File: src/ipc_pkg.sv
// Purpose: shared constants and types for the incremental position counter
// Assumes: 32-bit axi4-lite register access, 125 MHz clock
// Notes: offsets are byte addresses of aligned words
`default_nettype none
package ipc_pkg;
  // ------------------------------------------------------------
  // register map
  // ------------------------------------------------------------
  localparam logic [7:0] ADDR_CTRL = 8'h00;
  localparam logic [7:0] ADDR_COUNT = 8'h04;
  localparam logic [7:0] ADDR_OFFSET = 8'h08;
  localparam logic [7:0] ADDR_POS = 8'h0c;
  localparam logic [7:0] ADDR_RAW = 8'h10;
  localparam logic [7:0] ADDR_STATUS = 8'h14;
  localparam int CTRL_ABS_BIT = 0;
  localparam int CTRL_SWCLR_BIT = 1;
  localparam logic [31:0] CTRL_RST = 32'h0000_0000;
  localparam logic [31:0] OFFSET_RST = 32'h0000_0000;
  localparam logic [1:0] RESP_OKAY = 2'h0;
  localparam logic [1:0] RESP_SLVERR = 2'h2;
  // ------------------------------------------------------------
  // timing
  // ------------------------------------------------------------
  localparam int CLK_MHZ = 125;
  localparam int CLR_MIN_US = 1;
  localparam int CLR_CYC = CLR_MIN_US * CLK_MHZ;
  localparam int CLR_CNT_W = 8;
  // ------------------------------------------------------------
  // types
  // ------------------------------------------------------------
  typedef enum logic [1:0] {
    IPC_QUAD = 2'b01,
    IPC_CNTDIR = 2'b10
  } ipc_mode_t;
  typedef struct packed {
    logic encoder_track_first;
    logic encoder_track_second;
    logic zero_pulse;
    logic count_pulse;
    logic down;
    logic clear;
    logic counting_mode_select;
  } ipc_pins_t;
endpackage : ipc_pkg
`default_nettype wire
File: src/ipc_counter.sv
// Purpose: incremental position counter with quadrature and count/direction modes
// Assumes: pins synchronous-ish, resynchronised here; axi4-lite slave registers
// Notes:
// Notes on behaviour
// - encoder supplies two tracks ninety degrees apart, optional zero track; count derived.
// - mode select low or open gives quadrature decoding.
// - mode select high gives count and direction counting.
// - count/direction mode steps once on each rising count pulse edge.
// - direction low counts up, direction high counts down.
// - clear pulse zeroes the count; source holds it long enough.
// - absolute mode reports raw value minus stored zero offset.
// - incremental operation applies no zero offset correction.
//
// Chosen here: register access over AXI4-Lite and the address map.
`default_nettype none
module ipc_counter (
  // clock, reset, enable
  input wire logic ref_clk_i,
  input wire logic rstn_i,
  input wire logic clk_en_i,
  // field pins
  input wire ipc_pkg::ipc_pins_t pins_i,
  input wire logic [31:0] abs_raw_i,
  // axi4-lite write address
  input wire logic [7:0] s_axi_awaddr,
  input wire logic s_axi_awvalid,
  output logic s_axi_awready,
  // axi4-lite write data
  input wire logic [31:0] s_axi_wdata,
  input wire logic [3:0] s_axi_wstrb,
  input wire logic s_axi_wvalid,
  output logic s_axi_wready,
  // axi4-lite write response
  output logic [1:0] s_axi_bresp,
  output logic s_axi_bvalid,
  input wire logic s_axi_bready,
  // axi4-lite read
  input wire logic [7:0] s_axi_araddr,
  input wire logic s_axi_arvalid,
  output logic s_axi_arready,
  output logic [31:0] s_axi_rdata,
  output logic [1:0] s_axi_rresp,
  output logic s_axi_rvalid,
  input wire logic s_axi_rready,
  // position and mode out
  output logic [31:0] position_o,
  output logic mode_cntdir_o
);
  // ------------------------------------------------------------
  // reset release
  // ------------------------------------------------------------
  logic rst_m_r, rst_s_r;
  always_ff @(posedge ref_clk_i or negedge rstn_i) begin
    if (!rstn_i) begin
      rst_m_r <= 1'b0;
      rst_s_r <= 1'b0;
    end else begin
      rst_m_r <= 1'b1;
      rst_s_r <= rst_m_r;
    end
  end
  wire logic rstn = rst_s_r;

  function automatic logic [31:0] merge(input logic [31:0] o, input logic [31:0] d, input logic [3:0] s);
    logic [31:0] r;
    r = o;
    for (int i = 0; i < 4; i++) begin
      if (s[i]) r[i*8 +: 8] = d[i*8 +: 8];
    end
    return r;
  endfunction : merge

  // ------------------------------------------------------------
  // input synchronisers
  // ------------------------------------------------------------
  ipc_pkg::ipc_pins_t s1_r, s2_r, s3_r;
  always_ff @(posedge ref_clk_i or negedge rstn) begin
    if (!rstn) begin
      s1_r <= '0;
      s2_r <= '0;
      s3_r <= '0;
    end else if (clk_en_i) begin
      s1_r <= pins_i;
      s2_r <= s1_r;
      s3_r <= s2_r;
    end
  end

  // ------------------------------------------------------------
  // counting
  // ------------------------------------------------------------
  ipc_pkg::ipc_mode_t mode_r, mode_nxt;
  logic [31:0] count_r, count_nxt;
  localparam int CLR_W = ipc_pkg::CLR_CNT_W;
  logic [CLR_W-1:0] clr_cnt_r, clr_cnt_nxt;
  logic [31:0] ctrl_r, ctrl_nxt, offset_r, offset_nxt, pos_r, pos_nxt;
  logic clr_done_r, clr_done_nxt;
  logic cntdir_r, cntdir_nxt;
  logic [1:0] qa, qb;
  logic step, up;

  always_comb begin
    mode_nxt = s2_r.counting_mode_select ? ipc_pkg::IPC_CNTDIR : ipc_pkg::IPC_QUAD;
    cntdir_nxt = (mode_nxt == ipc_pkg::IPC_CNTDIR);
    qa = {s3_r.encoder_track_first, s3_r.encoder_track_second};
    qb = {s2_r.encoder_track_first, s2_r.encoder_track_second};
    step = 1'b0;
    up = 1'b1;
    case (mode_r)
      ipc_pkg::IPC_QUAD: begin
        // gray sequence 00-01-11-10 counts up; double jumps ignored
        if ((qa ^ qb) == 2'b01 || (qa ^ qb) == 2'b10) begin
          step = 1'b1;
          up = (qa[1] ^ qb[0]);
        end
      end
      ipc_pkg::IPC_CNTDIR: begin
        step = s2_r.count_pulse & ~s3_r.count_pulse;
        up = ~s2_r.down;
      end
      default: begin
        step = 1'b0;
      end
    endcase
    count_nxt = count_r;
    if (step) count_nxt = up ? count_r + 32'h1 : count_r - 32'h1;
    clr_cnt_nxt = s2_r.clear ? ((clr_cnt_r == CLR_W'(ipc_pkg::CLR_CYC)) ? clr_cnt_r : clr_cnt_r + 1'b1) : '0;
    clr_done_nxt = (clr_cnt_r == CLR_W'(ipc_pkg::CLR_CYC - 1)) & s2_r.clear;
    if (clr_done_r || ctrl_r[ipc_pkg::CTRL_SWCLR_BIT]) count_nxt = '0;
    pos_nxt = ctrl_r[ipc_pkg::CTRL_ABS_BIT] ? abs_raw_i - offset_r : count_r;
  end

  // ------------------------------------------------------------
  // axi4-lite slave
  // ------------------------------------------------------------
  logic aw_r, aw_nxt, w_r, w_nxt, bv_r, bv_nxt, rv_r, rv_nxt;
  logic awr_r, awr_nxt, wr_r, wr_nxt, arr_r, arr_nxt;
  logic [7:0] awa_r, awa_nxt;
  logic [31:0] wd_r, wd_nxt, rd_r, rd_nxt;
  logic [3:0] ws_r, ws_nxt;
  logic [1:0] br_r, br_nxt, rr_r, rr_nxt;

  always_comb begin
    aw_nxt = aw_r;
    w_nxt = w_r;
    awa_nxt = awa_r;
    wd_nxt = wd_r;
    ws_nxt = ws_r;
    bv_nxt = bv_r;
    br_nxt = br_r;
    rv_nxt = rv_r;
    rd_nxt = rd_r;
    rr_nxt = rr_r;
    ctrl_nxt = ctrl_r;
    ctrl_nxt[ipc_pkg::CTRL_SWCLR_BIT] = 1'b0;
    offset_nxt = offset_r;
    if (s_axi_awvalid && awr_r) begin
      aw_nxt = 1'b1;
      awa_nxt = s_axi_awaddr;
    end
    if (s_axi_wvalid && wr_r) begin
      w_nxt = 1'b1;
      wd_nxt = s_axi_wdata;
      ws_nxt = s_axi_wstrb;
    end
    if (aw_r && w_r) begin
      aw_nxt = 1'b0;
      w_nxt = 1'b0;
      bv_nxt = 1'b1;
      br_nxt = ipc_pkg::RESP_OKAY;
      case ({awa_r[7:2], 2'b00})
        ipc_pkg::ADDR_CTRL: ctrl_nxt = merge(ctrl_r, wd_r, ws_r) & 32'h0000_0003;
        ipc_pkg::ADDR_OFFSET: offset_nxt = merge(offset_r, wd_r, ws_r);
        ipc_pkg::ADDR_COUNT, ipc_pkg::ADDR_POS, ipc_pkg::ADDR_RAW, ipc_pkg::ADDR_STATUS: br_nxt = ipc_pkg::RESP_OKAY;
        default: br_nxt = ipc_pkg::RESP_SLVERR;
      endcase
    end
    if (bv_r && s_axi_bready) bv_nxt = 1'b0;
    if (s_axi_arvalid && arr_r) begin
      rv_nxt = 1'b1;
      rr_nxt = ipc_pkg::RESP_OKAY;
      case ({s_axi_araddr[7:2], 2'b00})
        ipc_pkg::ADDR_CTRL: rd_nxt = ctrl_r;
        ipc_pkg::ADDR_COUNT: rd_nxt = count_r;
        ipc_pkg::ADDR_OFFSET: rd_nxt = offset_r;
        ipc_pkg::ADDR_POS: rd_nxt = pos_r;
        ipc_pkg::ADDR_RAW: rd_nxt = abs_raw_i;
        ipc_pkg::ADDR_STATUS: rd_nxt = {27'h0, s2_r.clear, s2_r.zero_pulse, s2_r.down,
                                        mode_r == ipc_pkg::IPC_CNTDIR, s2_r.encoder_track_first};
        default: begin
          rd_nxt = 32'h0;
          rr_nxt = ipc_pkg::RESP_SLVERR;
        end
      endcase
    end else if (rv_r && s_axi_rready) begin
      rv_nxt = 1'b0;
    end
    // readies registered, low while busy or in reset
    awr_nxt = ~aw_nxt & ~bv_nxt;
    wr_nxt = ~w_nxt & ~bv_nxt;
    arr_nxt = ~rv_nxt;
  end

  always_ff @(posedge ref_clk_i or negedge rstn) begin
    if (!rstn) begin
      mode_r <= ipc_pkg::IPC_QUAD;
      count_r <= '0;
      clr_cnt_r <= '0;
      clr_done_r <= 1'b0;
      pos_r <= '0;
      ctrl_r <= ipc_pkg::CTRL_RST;
      offset_r <= ipc_pkg::OFFSET_RST;
      aw_r <= 1'b0;
      w_r <= 1'b0;
      awa_r <= '0;
      wd_r <= '0;
      ws_r <= '0;
      bv_r <= 1'b0;
      br_r <= '0;
      rv_r <= 1'b0;
      rd_r <= '0;
      rr_r <= '0;
      cntdir_r <= 1'b0;
      awr_r <= 1'b0;
      wr_r <= 1'b0;
      arr_r <= 1'b0;
    end else if (clk_en_i) begin
      mode_r <= mode_nxt;
      count_r <= count_nxt;
      clr_cnt_r <= clr_cnt_nxt;
      clr_done_r <= clr_done_nxt;
      pos_r <= pos_nxt;
      ctrl_r <= ctrl_nxt;
      offset_r <= offset_nxt;
      aw_r <= aw_nxt;
      w_r <= w_nxt;
      awa_r <= awa_nxt;
      wd_r <= wd_nxt;
      ws_r <= ws_nxt;
      bv_r <= bv_nxt;
      br_r <= br_nxt;
      rv_r <= rv_nxt;
      rd_r <= rd_nxt;
      rr_r <= rr_nxt;
      cntdir_r <= cntdir_nxt;
      awr_r <= awr_nxt;
      wr_r <= wr_nxt;
      arr_r <= arr_nxt;
    end
  end

  assign s_axi_awready = awr_r;
  assign s_axi_wready = wr_r;
  assign s_axi_bvalid = bv_r;
  assign s_axi_bresp = br_r;
  assign s_axi_arready = arr_r;
  assign s_axi_rvalid = rv_r;
  assign s_axi_rdata = rd_r;
  assign s_axi_rresp = rr_r;
  assign position_o = pos_r;
  assign mode_cntdir_o = cntdir_r;
endmodule : ipc_counter
`default_nettype wire

File: config.mk
export PLATFORM = sky130hd
export DESIGN_NAME = ipc_counter
export DESIGN_NICKNAME = d
export VERILOG_FILES = /design/src/ipc_pkg.sv /design/src/ipc_counter.sv
export SDC_FILE = /design/constraint.sdc
export NUM_CORES = 1
export LEC_CHECK = 0
export BUFFER_PORTS_ARGS = -buffer_cell sky130_fd_sc_hd__buf_2
export CAP_MARGIN = 20
export CORE_MARGIN = 2
export CORE_UTILIZATION = 46
export DETAILED_ROUTE_END_ITERATION = 16
export PLACE_DENSITY = 0.7
export SYNTH_ARGS = -nofsm -noshare
export SYNTH_HDL_FRONTEND = slang
export SYNTH_SLANG_ARGS = --single-unit
File: constraint.sdc
create_clock -name ref_clk_i -period 13.1 [get_ports ref_clk_i]
set_input_delay 0.655 -clock ref_clk_i [delete_from_list [all_inputs] [get_ports ref_clk_i]]
set_output_delay 0.655 -clock ref_clk_i [all_outputs]
set_load 0.01 [all_outputs]
After elaboration in Yosys (flattened, before gate mapping):

Index checks and enable logic that the tools add are counted.

* register bits: 216
* input port bits: 99
* output and inout port bits: 74
* logic and storage cells: 129

* $add $sub $neg: 4
* eq/ne operators: 19
* muxes and demuxes: 25
* bitwise logic cells: 12
* reductions and logical operators: 25

Operators with widths (count)
* 32-bit one-hot mux with 6 select lines: 1
* 32-bit 2-to-1 mux: 4
* 32-bit by 1-bit adder with 32-bit output, second input constant: 1
* 32-bit by 1-bit subtractor with 32-bit output, second input constant: 1
* 32-bit subtractor: 1
* 6-bit by 2-bit equality test with 1-bit output, second input constant: 4
* 6-bit by 3-bit equality test with 1-bit output, second input constant: 4
* 4-bit AND reduction: 5
* 8-bit by 7-bit equality test with 1-bit output, second input constant: 2
* 8-bit 2-to-1 mux: 2
* 2-bit AND reduction: 7
* 6-bit by 1-bit equality test with 1-bit output, second input constant: 2
* 6-bit logical NOT: 2
* 2-bit 2-to-1 mux: 6
* 6-bit OR reduction: 2
* 1-bit 2-to-1 mux: 10
* 8-bit by 1-bit adder with 8-bit output, second input constant: 1
* 2-bit equality test, second input constant: 3
* 1-bit logical AND: 6
* 1-bit inverter: 6
* 1-bit AND: 4
* 2-bit by 1-bit equality test with 1-bit output, second input constant: 2
* 1-bit one-hot mux with 2 select lines: 2
* 3-bit inequality test, second input constant: 1
* other kinds (5): 6

Longest topological paths before layout:

* depth after elaboration: 8
* gate-level depth with buffers: 14
* mapped depth without buffers: 13

Least setup slack after synthesis:

Ideal clock, no wire load.

* path type: register to register
* start: register mode_r[0]
* end: register count_r[31]
* library setup time: 0.126 ns
* arrival: 3.562 ns
* required time: 12.974 ns
* path slack: 9.412 ns
* stages on the path, launching flop included: 14
* path buffers: 0
* period minus slack after synthesis: 3.688 ns
* cells stage by stage: dfstp_2 -> inv_1 -> ha_1 -> a221o_1 -> inv_1 -> ha_1 -> a21oi_2 -> o21ai_2 -> a211o_1 -> a2111oi_4 -> o211ai_2 -> nand2_1 -> o41ai_1 -> a221o_1

* cells in the longest elaborated chain, start to end: 5
* elaborated cells on any way between the ends: 9
* those cells by class: eq/ne (2); mux (5); reduce/logical (2)

RTL lines
* start, declared: RTL line ipc_counter.sv:92 `ipc_pkg::ipc_mode_t mode_r, mode_nxt;`
* start signal, assigned: RTL line ipc_counter.sv:206 `mode_r <= ipc_pkg::IPC_QUAD;`
* start signal, assigned: RTL line ipc_counter.sv:228 `mode_r <= mode_nxt;`
* 2-bit equality test / 2-bit by 1-bit equality test with 1-bit output (equally long branches): RTL line ipc_counter.sv:109 `case (mode_r)`
* 1-bit one-hot mux with 2 select lines: RTL line ipc_counter.sv:109
* 32-bit 2-to-1 mux (2 in a row): RTL line ipc_counter.sv:126 `if (step) count_nxt = up ? count_r + 32'h1 : count_r - 32'h1;`
* 32-bit 2-to-1 mux: RTL line ipc_counter.sv:129 `if (clr_done_r || ctrl_r[ipc_pkg::CTRL_SWCLR_BIT]) count_nxt = '0;`
* end signal, assigned: RTL line ipc_counter.sv:229 `count_r <= count_nxt;`
* end, declared: RTL line ipc_counter.sv:93 `logic [31:0] count_r, count_nxt;`

Parallel ways exist; a longest one is shown, timed or not. The select of a mux whose other input is x is not followed.
A chain may end at the register's enable or synchronous reset.

Worst setup path after layout:

Ends and elaborated chain as after synthesis.

==> out/metrics.yaml <==
hpwl_um: 24800
cts_buffer_depth: 3
finClkSkew_ps: 12.8
p_per_area_nw_per_um2: 196
area_delta_synth_final_pct: 15.5
min_period_over_period_pct: 32.1
ys_seq_area_share_pct: 41.3
grt_pass1_wl_um: 55100
grt-ovfl-total: 0
wirelength_um: 34900
synth_top_area_share_pct: 41.1
dieArea_um2: 29100
drv_slew: 0
grt_max_degree: 78
ys_warn_count: 0
grt_pass1_vias: 10100
final_util_pct: 53.6
die_x_um: 171
syn_area_per_cell_um2: 9.83
hold_buffers: 1
initial_core_util_pct: 46.4
startpoint_type: "flop"
max-slew-margin-rel_pct: 30.3
clock_latency_ps: 540
netlist_instances: 1300
yosysUniqueCellTypes: 81
first_iter_violations: 930
port_buffers: 166
peakVddDrop_v: 0.000128
ios: 173
worst_slew_pin_slew_ps: 1040
cts_root_buffer: "clkbuf_16"
worstPathRequired_ps: 13520
grtUsageTotal_pct: 23.8
post-cts-setup-buffers: 0
synth_edf_count: 0
nets: 1607
cts_resized: 0
antenna_found_initial: 2
max_freq_ghz: 0.238
mappedNetlistArea_um2: 12800
yosysTopAreaCell: "dfrtp_1"
fillCellCount: 2436
synthArstFlopShare_pct: 100
ys_seq_elements: 211
tns_ps: 0
period_needed_ps: 4210
place_congestion: 0.954
die_y_um: 171
rsz0062_at_grt: "false"
p_leak_nw: 6.96
htree_levels: 1
ant_nets: 0
coreArea_um2: 27600
diodes: 0
vias: 10600
drv_cap: 0
cts_tree: "yes"
numCtsBuffers: 25
crit_arrival_ps: 4630
hp-class: "in -> reg"
outcome: "finished, final reports clean"
clkTransAtPathRegs_ps: 70
dr.pass1.iters: 5
worstSetupPathType: "reg -> reg"
rows: 61
path_max_fanout: 19
wl_per_cell_um: 19.0
vias_per_cell: 5.79
layout-drive-gt1-share_pct: 24.1
cts_sinks: 211
synth.top_cells.by_area: "dfrtp_1, mux2_2, ha_1"
synthFlopType: "dfrtp_1"
setup_violations: 0
drc: 0
end_kind: "flop"
hold_viol_final: 0
-- layout by cell type, fill, tap and decap left out, drive strengths merged, types with 20 or more instances in the layout --
master	synthesis	layout
dfrtp	210	210
buf	18	176
nand2	153	153
mux2	96	96
a21oi	92	92
inv	75	79
o21ai	76	76
ha	66	66
nor2	63	63
a22o	34	34
xnor2	33	33
clkbuf	47	31
a21o	29	29
xor2	27	27
a222oi	27	27
mux2i	24	24
nand3	22	22
nand4	20	20
-- cells in the mapped netlist, types with 5 or more instances --
| cell type | count |
|---|---|
| nand2b_1 | 12 |
| buf_2 | 8 |
| inv_1 | 75 |
| a21o_1 | 29 |
| a211oi_1 | 7 |
| o221ai_1 | 9 |
| clkbuf_1 | 47 |
| mux2_2 | 95 |
| o211ai_1 | 8 |
| a222oi_1 | 27 |
| a21oi_2 | 6 |
| nand3_1 | 22 |
| a21boi_0 | 8 |
| o21bai_1 | 6 |
| a221o_1 | 7 |
| nand4_1 | 20 |
| a211o_1 | 5 |
| ha_1 | 66 |
| a31oi_1 | 9 |
| and2_1 | 5 |
| a22o_1 | 34 |
| o21a_1 | 7 |
| mux2i_1 | 24 |
| nor3_1 | 11 |
| nor2_1 | 62 |
| xnor2_1 | 33 |
| nand3b_1 | 11 |
| buf_1 | 5 |
| o31ai_1 | 9 |
| and3_1 | 7 |
| a21oi_1 | 86 |
| dfrtp_1 | 210 |
| nor2b_1 | 12 |
| xor2_1 | 27 |
| o21ai_0 | 71 |
| nand2_1 | 149 |
-- kinds of logic after synthesis --
group,Yosys count,synth area share [%]
mux,120,10.3
simple gates,332,12.4
flops,211,41.3
buf+inv,140,4.42
fa+ha+maj,68,6.77
compound gates,367,20.6
xor+xnor,60,4.11
other cells,2,0.0588
-- report_power, final --
| group | switching [mW] | internal, mW | leakage, nW |
|---|---|---|---|
| clock | 0.296 | 0.411 | 0.400 |
| sequential | 0.174 | 0.838 | 2.69 |
| combinational | 0.665 | 0.512 | 3.87 |
| total | 1.14 | 1.76 | 6.96 |
-- layout make-up --
| type | count | area (um^2) | area share (%) |
|---|---|---|---|
| Timing Repair Buffer | 177 | 918 | 6.22 |
| Inverter | 75 | 282 | 1.91 |
| Clock buffer | 31 | 678 | 4.59 |
| Tap cell | 378 | 473 | 3.20 |
| Multi-Input combinational cell | 950 | 6980 | 47.2 |
| Clock inverter | 15 | 154 | 1.04 |
| Sequential cell | 211 | 5290 | 35.8 |
-- metal layers --
| layer | share of wire [%] | vias up | GRT usage (%) | routed length (um) |
|---|---|---|---|---|
| met1 | 45 | 5223 | 33.3 | 15800 |
| met4 | 2.3 | 2 | 6.24 | 795 |
| met5 | 0.031 | - | 0 | 11 |
| met3 | 7.2 | 53 | 4.93 | 2520 |
| li1 | - | 5037 | - | - |
| met2 | 45 | 324 | 37.6 | 15800 |
-- sequential cells by signal (all words and copies together) (netlist names), 2 cells and up --
signal       count
awa_r            6
clr_cnt_r        8
count_r         32
ctrl_r           2
mode_r           2
offset_r        32
position_o      32
qa               2
qb               2
s1_r             7
s2_r             5
s_axi_rdata     32
wd_r            32
ws_r             4
-- worst max-delay path: stages (launching register included) --
cell and delay [ps]:
dfstp_2 540, inv_1 50, ha_1 210, a221o_1 420, inv_1 470, buf_4 370
ha_1 370, a21o_1 230, a21oi_1 200, o211ai_1 110, a21oi_1 350, o211ai_2 210
nand2_1 140, o41ai_1 90, a221o_1 310
-- per-stage QoR --
| stage | cells | power, mW | hold WS, ps | setup WS [ps] | cell area, um^2 |
|---|---|---|---|---|---|
| 2_1_floorplan | 1301 | 1.86 | 331 | 6790 | 12800 |
| 3_3_place_gp | 1790 | 2.15 | 333 | 8970 | 13900 |
| 3_5_place_dp | 1790 | 2.18 | 337 | 8980 | 13900 |
| 4_1_cts | 1837 | 2.90 | 336 | 8950 | 14800 |
| 5_1_grt | 1837 | 3.09 | 340 | 8600 | 14800 |
| 6_report | 1837 | 2.90 | 345 | 8890 | 14800 |
-- path summary, 6_finish.rpt --
path,from,endpoint,slack (ps),cells after the start
max in group asynchronous,rst_s_r,position_o[28],10310,2
worst max-delay path,mode_r[0],count_r[31],8890,14
worst max register to register,mode_r[0],count_r[31],8890,14
worst min-delay path,s_axi_awaddr[5],awa_r[5],340,2
min in group asynchronous,rst_s_r,position_o[9],420,0
worst min register to register,rst_m_r,rst_s_r,350,0
Note: power is estimated with default switching activity, not from simulation.
